### config.mk
export PLATFORM = sky130hd
export DESIGN_NAME = mio_port_decode
export DESIGN_NICKNAME = d
export VERILOG_FILES = /design/src/mio_pkg.sv /design/src/mio_addr_match.sv /design/src/mio_port_decode.sv
export VERILOG_INCLUDE_DIRS = /design/src
export SDC_FILE = /design/constraint.sdc
export NUM_CORES = 1
export LEC_CHECK = 0
export ABC_AREA = 1
export BUFFER_PORTS_ARGS = -buffer_cell sky130_fd_sc_hd__buf_2
export CAP_MARGIN = 10
export CORE_MARGIN = 3
export CORE_UTILIZATION = 35
export CTS_BUF_LIST = sky130_fd_sc_hd__clkbuf_8 sky130_fd_sc_hd__clkbuf_16
export DETAILED_ROUTE_END_ITERATION = 7
export PLACE_DENSITY = 0.66
export SLEW_MARGIN = 20
export SYNTH_ARGS = -nofsm -noshare
export SYNTH_HDL_FRONTEND = slang
export SYNTH_SLANG_ARGS = --single-unit
### constraint.sdc
create_clock -name core_clk -period 1.2 [get_ports core_clk]
set_input_delay 0.12 -clock core_clk [delete_from_list [all_inputs] [get_ports core_clk]]
set_output_delay 0.12 -clock core_clk [all_outputs]
set_load 0.02 [all_outputs]
### src/mio_map.svh
/*
 Address, field and reset constants of the multi-I/O port decode logic.
 Assumes a 10-bit host I/O address and an 8-bit host data bus.
*/
`ifndef MIO_MAP_SVH
`define MIO_MAP_SVH

// Host I/O addresses
`define MIO_GAME_ADDR          10'h201
`define MIO_PRN_CTL_ADDR_PRI   10'h37a
`define MIO_PRN_CTL_ADDR_ALT   10'h3be
`define MIO_SERIAL_FIRST_BASE  10'h3f8
`define MIO_SERIAL_SECOND_BASE 10'h2f8
`define MIO_RTC_LOW_BASE       10'h340
`define MIO_RTC_ALT_BASE       10'h2c0

// Address bits ignored by the serial and clock chip decodes; clock chip index width
`define MIO_SERIAL_SPAN_BITS   3
`define MIO_RTC_SPAN_BITS      5
`define MIO_RTC_INDEX_BITS     4

// Printer control latch fields
`define MIO_CTL_STROBE_BIT     0
`define MIO_CTL_AUTO_LF_BIT    1
`define MIO_CTL_INIT_BIT       2
`define MIO_CTL_SELECT_IN_BIT  3
`define MIO_CTL_IRQ_EN_BIT     4

// Reset values
`define MIO_CTL_RESET          5'h00
`define MIO_DATA_RESET         8'h00

`endif

### src/mio_pkg.sv
/*
 Types shared by the multi-I/O port decode logic.
 Assumes nothing of its surroundings.
*/
package mio_pkg;
    typedef logic [7:0] mio_byte_t;
    typedef logic [4:0] mio_ctl_t;
    typedef enum logic [1:0] {
        mio_src_none,
        mio_src_printer,
        mio_src_game
    } mio_src_t;
endpackage

### src/mio_addr_match.sv
/*
 Fixed-range I/O address comparator for the multi-I/O decode.
 Assumes an address enable that is low during processor I/O cycles.
*/
`timescale 1ns/10ps
`default_nettype none

module mio_addr_match #(
    parameter int ADDR_W   = 10,
    parameter int BASE     = 0,
    parameter int LOW_BITS = 0
) (
    // Address side
    input  wire logic [ADDR_W-1:0] addr,
    input  wire logic              addr_enable_n,
    // Result
    output logic                   hit
);
    localparam logic [ADDR_W-1:0] BASE_V = ADDR_W'(BASE);
    localparam logic [ADDR_W-1:0] ONE_V  = ADDR_W'(1);
    localparam logic [ADDR_W-1:0] KEEP   = ~((ONE_V << LOW_BITS) - ONE_V);

    if (LOW_BITS < 0 || LOW_BITS >= ADDR_W || ADDR_W > 30 || BASE >= (1 << ADDR_W)) begin : g_bad
        $error("mio_addr_match: parameters out of range");
    end

    // Ignored low bits never take part in the compare
    assign hit = !addr_enable_n && ((addr & KEEP) == (BASE_V & KEEP));
endmodule

`default_nettype wire

### src/mio_port_decode.sv
/*
 Host-bus front end of a multi-I/O card: printer control latch, serial
 port decode and clock, game port trigger and status, clock chip decode.
 Assumes bus inputs synchronous to core_clk and a slow reference clock.
*/
//
// Function
// Control write latches bits 0..4, ignores rest
// Control read returns latched bits 0..3
// Interrupt request needs enable and active acknowledge
// Serial selects for 3F8-3FF and 2F8-2FF
// Serial decode needs A9,A7..A3 high; A8 picks
// Low three address bits pass as index
// Reference clock halved for serial controllers
// Any game port write fires all timers
// Game read returns timers on bits 0..3
// Bits 4..7 show live raw button states
// Game buffer enable only during game reads
// Clock chip range chosen by static input
// Clock chip decodes 32, upper half aliases
// Serial selects active low, only in range
// Decode only while address enable active
// Interrupt leaves as request plus gate_n
// Reset clears control latch and enable
// Control port at 37A or 3BE
`timescale 1ns/10ps
`default_nettype none
`include "mio_map.svh"

module mio_port_decode #(
    parameter int ADDR_W = 10
) (
    // Clock and reset
    input  wire logic              core_clk,
    input  wire logic              rst_n,
    // Host I/O bus
    input  wire logic [ADDR_W-1:0] io_addr,
    input  wire logic              io_rd_n,
    input  wire logic              io_wr_n,
    input  wire logic              addr_enable_n,
    input  wire logic [7:0]        io_data_in,
    output logic      [7:0]        io_data_out,
    output logic                   io_data_oe,
    // Static configuration
    input  wire logic              printer_addr_sel,
    input  wire logic              rtc_alt_range,
    // Printer port
    input  wire logic              printer_ack_n,
    output logic                   printer_strobe,
    output logic                   auto_line_feed,
    output logic                   printer_init,
    output logic                   printer_select_in,
    output logic                   printer_irq_request,
    output logic                   printer_irq_gate_n,
    // Serial ports
    input  wire logic              serial_ref_clk,
    output logic                   serial_first_select_n,
    output logic                   serial_second_select_n,
    output logic      [2:0]        serial_reg_index,
    output logic                   serial_master_clock_out,
    // Game port
    input  wire logic [3:0]        game_timer_in,
    input  wire logic [3:0]        game_button_open,
    output logic                   game_timer_fire,
    output logic                   game_buffer_enable_n,
    // Clock chip
    output logic                   clock_chip_select_low_range_n,
    output logic                   clock_chip_select_alt_range_n,
    output logic      [3:0]        rtc_reg_index
);
    if (ADDR_W != 10) begin : g_bad_width
        $error("mio_port_decode: host address must be 10 bits");
    end

    logic hit_ctl_pri;
    logic hit_ctl_alt;
    logic hit_ser_first;
    logic hit_ser_second;
    logic hit_game;
    logic hit_rtc_low;
    logic hit_rtc_alt;

    // Address decoders, all qualified by address enable (see)
    mio_addr_match #(.ADDR_W(ADDR_W), .BASE(`MIO_PRN_CTL_ADDR_PRI), .LOW_BITS(0)) u_ctl_pri (
        .addr(io_addr), .addr_enable_n(addr_enable_n), .hit(hit_ctl_pri));
    mio_addr_match #(.ADDR_W(ADDR_W), .BASE(`MIO_PRN_CTL_ADDR_ALT), .LOW_BITS(0)) u_ctl_alt (
        .addr(io_addr), .addr_enable_n(addr_enable_n), .hit(hit_ctl_alt));
    // See, see, see
    mio_addr_match #(.ADDR_W(ADDR_W), .BASE(`MIO_SERIAL_FIRST_BASE),
                     .LOW_BITS(`MIO_SERIAL_SPAN_BITS)) u_ser_first (
        .addr(io_addr), .addr_enable_n(addr_enable_n), .hit(hit_ser_first));
    mio_addr_match #(.ADDR_W(ADDR_W), .BASE(`MIO_SERIAL_SECOND_BASE),
                     .LOW_BITS(`MIO_SERIAL_SPAN_BITS)) u_ser_second (
        .addr(io_addr), .addr_enable_n(addr_enable_n), .hit(hit_ser_second));
    mio_addr_match #(.ADDR_W(ADDR_W), .BASE(`MIO_GAME_ADDR), .LOW_BITS(0)) u_game (
        .addr(io_addr), .addr_enable_n(addr_enable_n), .hit(hit_game));
    // 32-address windows, see
    mio_addr_match #(.ADDR_W(ADDR_W), .BASE(`MIO_RTC_LOW_BASE),
                     .LOW_BITS(`MIO_RTC_SPAN_BITS)) u_rtc_low (
        .addr(io_addr), .addr_enable_n(addr_enable_n), .hit(hit_rtc_low));
    mio_addr_match #(.ADDR_W(ADDR_W), .BASE(`MIO_RTC_ALT_BASE),
                     .LOW_BITS(`MIO_RTC_SPAN_BITS)) u_rtc_alt (
        .addr(io_addr), .addr_enable_n(addr_enable_n), .hit(hit_rtc_alt));

    logic              rd;
    logic              wr;
    logic              hit_ctl;
    logic              game_wr;
    logic              game_rd;
    mio_pkg::mio_byte_t game_status;
    logic [3:0]        wdata_low;
    logic [2:0]        addr_low3;
    logic [3:0]        addr_low4;

    assign rd          = !io_rd_n;
    assign wr          = !io_wr_n;
    assign hit_ctl     = printer_addr_sel ? hit_ctl_pri : hit_ctl_alt;
    assign game_wr     = wr && hit_game;
    assign game_rd     = rd && hit_game;
    assign game_status = {game_button_open, game_timer_in}; // , see
    assign wdata_low   = io_data_in[3:0];
    assign addr_low3   = io_addr[2:0];
    assign addr_low4   = io_addr[`MIO_RTC_INDEX_BITS-1:0];

    // Printer control latch
    mio_pkg::mio_ctl_t ctl;
    mio_pkg::mio_ctl_t next_ctl;
    logic              printer_irq_enable;
    logic              next_irq_request;
    logic              next_irq_gate_n;

    assign printer_irq_enable = ctl[`MIO_CTL_IRQ_EN_BIT];

    always_comb begin
        next_ctl = ctl;
        if (wr && hit_ctl) begin
            next_ctl = io_data_in[4:0];
        end
        next_irq_request = printer_irq_enable && !printer_ack_n;
        next_irq_gate_n  = !printer_irq_enable;
    end

    always_ff @(posedge core_clk) begin
        if (!rst_n) begin
            ctl                 <= `MIO_CTL_RESET;
            printer_irq_request <= 1'b0;
            printer_irq_gate_n  <= 1'b1;
        end else begin
            ctl                 <= next_ctl;
            printer_irq_request <= next_irq_request;
            printer_irq_gate_n  <= next_irq_gate_n;
        end
    end

    assign printer_strobe    = ctl[`MIO_CTL_STROBE_BIT];
    assign auto_line_feed    = ctl[`MIO_CTL_AUTO_LF_BIT];
    assign printer_init      = ctl[`MIO_CTL_INIT_BIT];
    assign printer_select_in = ctl[`MIO_CTL_SELECT_IN_BIT];

    // Bus answers and chip selects
    mio_pkg::mio_src_t  src;
    mio_pkg::mio_byte_t next_data_out;
    logic               next_data_oe;
    logic               game_wr_prev;
    logic               next_fire;
    logic               next_buf_n;
    logic               next_ser_first_n;
    logic               next_ser_second_n;
    logic               next_rtc_low_n;
    logic               next_rtc_alt_n;

    always_comb begin
        src = mio_pkg::mio_src_none;
        if (rd && hit_ctl) begin
            src = mio_pkg::mio_src_printer;
        end else if (game_rd) begin
            src = mio_pkg::mio_src_game;
        end
        case (src)
            mio_pkg::mio_src_printer: next_data_out = {4'h0, ctl[3:0]};
            mio_pkg::mio_src_game:    next_data_out = game_status;
            default:                  next_data_out = `MIO_DATA_RESET;
        endcase
        next_data_oe      = (src != mio_pkg::mio_src_none);
        next_fire         = game_wr && !game_wr_prev;
        next_buf_n        = !game_rd;
        next_ser_first_n  = !hit_ser_first;
        next_ser_second_n = !hit_ser_second;
        next_rtc_low_n    = !(hit_rtc_low && !rtc_alt_range);
        next_rtc_alt_n    = !(hit_rtc_alt && rtc_alt_range);
    end

    always_ff @(posedge core_clk) begin
        if (!rst_n) begin
            io_data_out                   <= `MIO_DATA_RESET;
            io_data_oe                    <= 1'b0;
            game_wr_prev                  <= 1'b0;
            game_timer_fire               <= 1'b0;
            game_buffer_enable_n          <= 1'b1;
            serial_first_select_n         <= 1'b1;
            serial_second_select_n        <= 1'b1;
            serial_reg_index              <= 3'h0;
            clock_chip_select_low_range_n <= 1'b1;
            clock_chip_select_alt_range_n <= 1'b1;
            rtc_reg_index                 <= 4'h0;
        end else begin
            io_data_out                   <= next_data_out;
            io_data_oe                    <= next_data_oe;
            game_wr_prev                  <= game_wr;
            game_timer_fire               <= next_fire;
            game_buffer_enable_n          <= next_buf_n;
            serial_first_select_n         <= next_ser_first_n;
            serial_second_select_n        <= next_ser_second_n;
            serial_reg_index              <= addr_low3;
            clock_chip_select_low_range_n <= next_rtc_low_n;
            clock_chip_select_alt_range_n <= next_rtc_alt_n;
            rtc_reg_index                 <= addr_low4;
        end
    end

    // Serial master clock: toggle on each reference rising edge
    logic ref_prev;
    logic next_master_clk;

    always_comb begin
        next_master_clk = serial_master_clock_out;
        if (serial_ref_clk && !ref_prev) begin
            next_master_clk = !serial_master_clock_out;
        end
    end

    always_ff @(posedge core_clk) begin
        if (!rst_n) begin
            ref_prev                <= serial_ref_clk; // No false edge at release
            serial_master_clock_out <= 1'b0;
        end else begin
            ref_prev                <= serial_ref_clk;
            serial_master_clock_out <= next_master_clk;
        end
    end
endmodule

`default_nettype wire

# Yosys cells after proc, flatten, opt, wreduce, memory -nomap -nowiden

Index checks and enable logic that the tools add are counted.

Register bits after elaboration: 32
Input port bits: 35
Output and inout port bits: 29
Word-level logic and storage cells: 60

Equal/unequal tests: 9
Muxes and demuxes: 4
Reduce and logical (&&, ||, !) cells: 31

Operator list:

| cell                                          | number |
|---|---|
| == test 10 bit, second input constant         | 3 |
| logical AND 1 bit                             | 16 |
| one-hot mux 8 bit (2 select lines)            | 1 |
| == test 7 bit, second input constant          | 2 |
| zero test 1 bit                               | 14 |
| == test 5 bit, second input constant          | 2 |
| 2-to-1 mux 2 bit                              | 2 |
| == test 2 x 1 -> 1 bit, second input constant | 1 |
| == test 2 bit, second input constant          | 1 |
| nonzero test 2 bit                            | 1 |
| 2-to-1 mux 1 bit                              | 1 |

# Longest topological paths before layout

Depth after elaboration: 7
Gate-level depth with buffers: 8
Depth with buffers taken out: 8

# Cells and area by module

From an unflattened synthesis, not the netlist that was laid out.

Cell total of the unflattened synthesis: 190
Area, all modules: 1293.7 um2

By module, submodules not included:

| module                           | times used | cells an instance | area each (um2) | sequential area each (um2) |
|---|---|---|---|---|
| mio_port_decode                  | 1          | 114               | 987.2           | 580.6 |
| mio_addr_match (u_ser_first ...) | 2          | 11                | 43.8            | 0.0 |
| mio_addr_match (u_game)          | 1          | 17                | 66.3            | 0.0 |
| mio_addr_match (u_rtc_alt ...)   | 2          | 7                 | 28.8            | 0.0 |
| mio_addr_match (u_ctl_alt)       | 1          | 11                | 47.5            | 0.0 |
| mio_addr_match (u_ctl_pri)       | 1          | 12                | 47.5            | 0.0 |

# Worst setup path after synthesis

No wires, ideal clock.

Path type: input-to-reg
Start: input io_addr[5]
End: register ctl[0]
Setup time: 0.114 ns
Arrival: 0.741 ns
Data required time: 1.086 ns
Setup slack: 0.346 ns
Stages on the path: 5
Buffers on the path: 0
Cells stage by stage: nand3_1 -> nor3_2 -> nand3_1 -> nor2_1 -> nor2_1

Word-level cells in the longest chain between the ends: 4
Elaborated cells on any way between the ends: 6
Those cells by class: 2 x eq/ne; 1 x mux; 3 x reduce/logical

RTL lines:

| what                  | RTL line               | RTL |
|---|---|---|
| from (decl)           | mio_port_decode.sv:37  | `input wire logic [ADDR_W-1:0] io_addr,` |
| == test 10 bit        | mio_addr_match.sv:28   | `assign hit = !addr_enable_n && ((addr & KEEP) == (BASE_V & KEEP));` |
| logical AND 1 bit     | mio_addr_match.sv:28   |  |
| 2-to-1 mux 1 bit (*)  | mio_port_decode.sv:117 | `assign hit_ctl = printer_addr_sel ? hit_ctl_pri : hit_ctl_alt;` |
| logical AND 1 bit (*) | mio_port_decode.sv:136 | `if (wr && hit_ctl) begin` |
| to (signal assigned)  | mio_port_decode.sv:145 | `` ctl <= `MIO_CTL_RESET; `` |
| to (signal assigned)  | mio_port_decode.sv:149 | `ctl <= next_ctl;` |
| to (decl)             | mio_port_decode.sv:126 | `mio_pkg::mio_ctl_t ctl;` |

Mark *: on every way between the ends. The rest lies on a longest branch, timed or not.
A chain may end at the register's enable or synchronous reset.

# Worst setup path in the final report

Start: register ctl[0]
End: output printer_strobe

RTL lines:

| what      | RTL line              | RTL |
|---|---|---|
| to (decl) | mio_port_decode.sv:49 | `output logic printer_strobe,` |

No word-level cell between the ends.

==> flow_summary.html <==
<table>
<tr><th>Metric</th><th>Value</th></tr>
<tr><th colspan="2">Run status</th></tr>
<tr><td>Outcome</td><td>finished clean</td></tr>
<tr><th colspan="2">CTS</th></tr>
<tr><td>CTS Root Buffer Type</td><td>sky130_fd_sc_hd__clkbuf_8</td></tr>
<tr><td>TritonCTS Buffers</td><td>5</td></tr>
<tr><td>Clock latency on the worst-skew pair</td><td>0.27 ns</td></tr>
<tr><td>Post-CTS setup-driven buffer insertion count</td><td>0</td></tr>
<tr><td>Number of sinks driven by the clock tree</td><td>29</td></tr>
<tr><td>H-tree depth</td><td>2</td></tr>
<tr><td>Cts repair resizes</td><td>0</td></tr>
<tr><td>Worst-path clk slew</td><td>0.06 ns</td></tr>
<tr><td>CTS tree</td><td>done</td></tr>
<tr><td>Bufs on Longest Clock Path</td><td>2</td></tr>
<tr><th colspan="2">Yosys</th></tr>
<tr><td>Number of distinct standard cells referenced by the synthesized netlist</td><td>19</td></tr>
<tr><td>Post-synthesis share of cell area spent on xor and xnor gates</td><td>0.00796</td></tr>
<tr><td>Avg Synthesized Cell Area</td><td>7.69 um^2</td></tr>
<tr><td>Register bit count reported by yosys</td><td>29</td></tr>
<tr><td>Simple-gate share of the synthesized area</td><td>0.359</td></tr>
<tr><td>Area fraction of the dominant cell type after synthesis</td><td>0.528</td></tr>
<tr><td>Proportion of synthesized area in mux cells</td><td>0</td></tr>
<tr><td>Summed instance area of the synthesized netlist</td><td>1100 um^2</td></tr>
<tr><td>Dominant combinational cell family by area after synthesis</td><td>simple AND/OR/NAND/NOR gates</td></tr>
<tr><td>Post-synthesis share of cell area spent on full adders, half adders and majority gates</td><td>0</td></tr>
<tr><td>Compound-cell area share of the yosys netlist</td><td>0.00455</td></tr>
<tr><td>Synth top area cells</td><td>sky130_fd_sc_hd__dfxtp_1 (53%), sky130_fd_sc_hd__nand2_1 (11%), sky130_fd_sc_hd__nor2_1 (8.9%)</td></tr>
<tr><td>Leading area contributor after synthesis</td><td>sky130_fd_sc_hd__dfxtp_1</td></tr>
<tr><td>Portion of the post-synthesis area used by sequential elements</td><td>0.528</td></tr>
<tr><td>Warnings, synthesis</td><td>0</td></tr>
<tr><td>Synth Instances</td><td>143</td></tr>
<tr><td>Total nets after synthesis</td><td>178</td></tr>
<tr><th colspan="2">Global routing</th></tr>
<tr><td>Remaining global-route overflow</td><td>0</td></tr>
<tr><td>Initial antenna violation count</td><td>0</td></tr>
<tr><td>Largest net degree at the start of global routing</td><td>10</td></tr>
<tr><td>All-layer global routing usage</td><td>0.134</td></tr>
<tr><td>Via count of the first global-routing pass</td><td>slightly above 900</td></tr>
<tr><td>Global-route wire length before repair</td><td>between 3 and 4 mm</td></tr>
<tr><th colspan="2">Run</th></tr>
<tr><td>Max Cap Violations</td><td>0</td></tr>
<tr><th colspan="2">STA</th></tr>
<tr><td>Fmax</td><td>1070 MHz</td></tr>
<tr><td>TNS Setup</td><td>0 ns</td></tr>
<tr><td>Final clock period utilization by the worst path</td><td>0.778</td></tr>
<tr><td>RSZ-0062 raised after global routing</td><td>false</td></tr>
<tr><td>Worst slew pin tran</td><td>0.239 ns</td></tr>
<tr><td>Max-Slew Margin vs Limit</td><td>0.839</td></tr>
<tr><td>Max Slew Vio Count</td><td>0</td></tr>
<tr><td>Least setup slack across all paths after layout</td><td>0.267 ns</td></tr>
<tr><td>Hold Slack</td><td>0.0546 ns</td></tr>
<tr><td>Number of hold violations in the final report</td><td>0</td></tr>
<tr><td>Shortest period the worst path allows</td><td>0.933 ns</td></tr>
<tr><td>Worst setup skew after layout</td><td>0.00614 ns</td></tr>
<tr><td>Setup violators final</td><td>0</td></tr>
<tr><th colspan="2">Detailed routing</th></tr>
<tr><td>Post-route ant nets</td><td>0</td></tr>
<tr><td>Per-cell via count in the routed design</td><td>4.20</td></tr>
<tr><td>WL final</td><td>2.43 mm</td></tr>
<tr><td>Drt first-iter violations</td><td>32</td></tr>
<tr><td>Total number of vias</td><td>1053</td></tr>
<tr><td>Average wire length per cell after detail routing</td><td>9.68 um</td></tr>
<tr><td>DRC viols</td><td>0</td></tr>
<tr><td>Pre-antenna DRT Iters</td><td>2</td></tr>
<tr><th colspan="2">Pwr</th></tr>
<tr><td>PD cells</td><td>around 1200 nW/um^2</td></tr>
<tr><td>Standby leakage power</td><td>0.857 nW</td></tr>
<tr><td>VDD IR max</td><td>roughly 750 uV</td></tr>
<tr><td>Power after layout</td><td>1.91 mW</td></tr>
<tr><th colspan="2">Floorplan</th></tr>
<tr><td>Die outline area</td><td>3850 um^2</td></tr>
<tr><td>Y dimension of the die</td><td>between 60 and 70 um</td></tr>
<tr><td>Core area</td><td>2880 um^2</td></tr>
<tr><td>Top-level port count</td><td>64</td></tr>
<tr><td>Std cell rows</td><td>19</td></tr>
<tr><td>Effective utilization at floorplan</td><td>0.382</td></tr>
<tr><td>Width of the die</td><td>approximately 62 um</td></tr>
<tr><th colspan="2">Critical path</th></tr>
<tr><td>Capturing element type of the critical path</td><td>output pin</td></tr>
<tr><td>Largest incremental delay on the critical path</td><td>0.36 ns</td></tr>
<tr><td>Cell-by-cell trace of the critical path</td><td>buf_2</td></tr>
<tr><td>Kind of launch point of the worst setup path</td><td>flop</td></tr>
<tr><td>Maximum fanout encountered on the critical timing path</td><td>3</td></tr>
<tr><td>Critical Path RT</td><td>1.08 ns</td></tr>
<tr><td>Crit path buffers/inverters</td><td>1</td></tr>
<tr><td>Critical path class</td><td>flop to output pin</td></tr>
<tr><td>Crit-path slowest cell</td><td>sky130_fd_sc_hd__dfxtp_1</td></tr>
<tr><td>Data arrival time at the worst-slack endpoint</td><td>0.81 ns</td></tr>
<tr><td>Kind of cell adding the most delay to the critical path</td><td>flip-flops</td></tr>
<tr><th colspan="2">Place</th></tr>
<tr><td>IO Port Bufs</td><td>60</td></tr>
<tr><td>DP Worst Slack</td><td>0.0872 ns</td></tr>
<tr><td>Final Wtd Congestion</td><td>0.816</td></tr>
<tr><td>Estimated wirelength of the detail-placed design</td><td>1.96 mm</td></tr>
<tr><th colspan="2">Cells and area</th></tr>
<tr><td>Filler Cell Count</td><td>304</td></tr>
<tr><td>Final nets</td><td>244</td></tr>
<tr><td>Layout Utilization</td><td>0.535</td></tr>
<tr><td>Area delta synth-&gt;final</td><td>39.9%</td></tr>
<tr><td>Share of final-layout standard cells stronger than drive strength 1</td><td>0.383</td></tr>
<tr><td>Antenna diodes</td><td>0</td></tr>
<tr><th colspan="2">Worst hold path</th></tr>
<tr><td>Type of the most critical hold path</td><td>input port to flop</td></tr>
</table>
[area by class of cell]
cell class | instances | area, um^2 | share of cell area
clock inverter | 1 | 3.75 | 0.00244
timing repair buffer | 63 | 328 | 0.213
multi-input combinational | 88 | 409 | 0.266
tap | 42 | 52.6 | 0.0341
clock buffer | 6 | 82.6 | 0.0537
inverter | 22 | 82.6 | 0.0537
sequential | 29 | 581 | 0.377
[per-layer routing]
layer / vias up / GRT usage / wire, um
li1: 567 / - / -
met1: 445 / 0.162 / 1120
met2: 37 / 0.210 / 1070
met3: 4 / 0.0558 / 213
met4: 0 / 0.0545 / 27
met5: - / 0 / 0
[worst reg2reg max path: cells and delay by family, from the launching register on]
family | cells | cell delay (ns)
XOR/XNOR | 1 | 0.15
buffers and inverters | 1 | 0.03
flip-flops | 1 | 0.31
AND/OR/NAND/NOR | 2 | 0.11
[final timing paths]
| kind | startpoint | to | slack (ns) | cells past startpoint |
|---|---|---|---|---|
| worst min register to register | game_wr_prev | game_timer_fire | 0.40 | 1 |
| worst max register to register | ref_prev | serial_master_clock_out | 0.50 | 4 |
| worst max-delay path | ctl[0] | printer_strobe | 0.27 | 1 |
| worst min-delay path | io_wr_n | game_wr_prev | 0.05 | 2 |
[Yosys cell counts]
master and n:
sky130_fd_sc_hd__nand4_2 1, sky130_fd_sc_hd__nand2_1 31, sky130_fd_sc_hd__nor3_2 2, sky130_fd_sc_hd__nor3_1 4, sky130_fd_sc_hd__buf_2 1, sky130_fd_sc_hd__nand3b_1 1
sky130_fd_sc_hd__inv_2 5, sky130_fd_sc_hd__buf_4 3, sky130_fd_sc_hd__nand3_2 1, sky130_fd_sc_hd__nand3_1 15, sky130_fd_sc_hd__nor2_4 1, sky130_fd_sc_hd__xor2_1 1
sky130_fd_sc_hd__a21oi_1 1, sky130_fd_sc_hd__inv_1 17, sky130_fd_sc_hd__nand2_2 2, sky130_fd_sc_hd__nor2_2 1, sky130_fd_sc_hd__nor2_1 26, sky130_fd_sc_hd__dfxtp_1 29
sky130_fd_sc_hd__nor4_1 1
[logic make-up (layout without fill, tap and decap cells)]
group                     after synthesis  count (layout)
AOI/OAI and AO/OA                       1               1
xor gates and xnor gates                1               1
buffers and inverters                  26              92
DFF                                    29              29
and+or+nand+nor                        86              86
[timing repair]
| action | 4_1_cts | 5_1_grt |
|---|---|---|
| hold endpoints to repair | 2 | 0 |
| hold buffers | 2 | 0 |
| endpoints found under the setup margin | 0 | 0 |
[sequential cells by signal (all words and copies together), names as in the netlist]
register                       count
game_timer_fire                    1
ref_prev                           1
ctl                                5
serial_second_select_n             1
io_data_out                        8
game_wr_prev                       1
game_buffer_enable_n               1
rtc_reg_index                      2
io_data_oe                         1
serial_first_select_n              1
clock_chip_select_low_range_n      1
serial_reg_index                   2
clock_chip_select_alt_range_n      1
printer_irq_request                1
printer_irq_gate_n                 1
serial_master_clock_out            1
[power by group]
| part | switching [mW] | internal, mW |
|---|---|---|
| sequential | 0.00436 | 0.976 |
| combinational | 0.0992 | 0.0725 |
| clock | 0.315 | 0.444 |
| total | 0.419 | 1.49 |
[metrics by stage]
step | cells | area [um^2]
4_1_cts | 251 | 1540
6_report | 251 | 1540
5_1_grt | 251 | 1540
2_1_floorplan | 143 | 1100
3_3_place_gp | 242 | 1430
3_5_place_dp | 242 | 1430
[layout by cell type (no fill, tap or decap), types with 2 or more instances in the layout]
master and count:
sky130_fd_sc_hd__buf_2 60, sky130_fd_sc_hd__nand2_1 31, sky130_fd_sc_hd__dfxtp_1 29, sky130_fd_sc_hd__nor2_1 26
sky130_fd_sc_hd__inv_1 18, sky130_fd_sc_hd__nand3_1 15, sky130_fd_sc_hd__clkbuf_8 6, sky130_fd_sc_hd__inv_2 5
sky130_fd_sc_hd__nor3_1 4, sky130_fd_sc_hd__nor3_2 2, sky130_fd_sc_hd__nand2_2 2, sky130_fd_sc_hd__dlygate4sd3_1 2
Power figures use the tool's default switching activity.
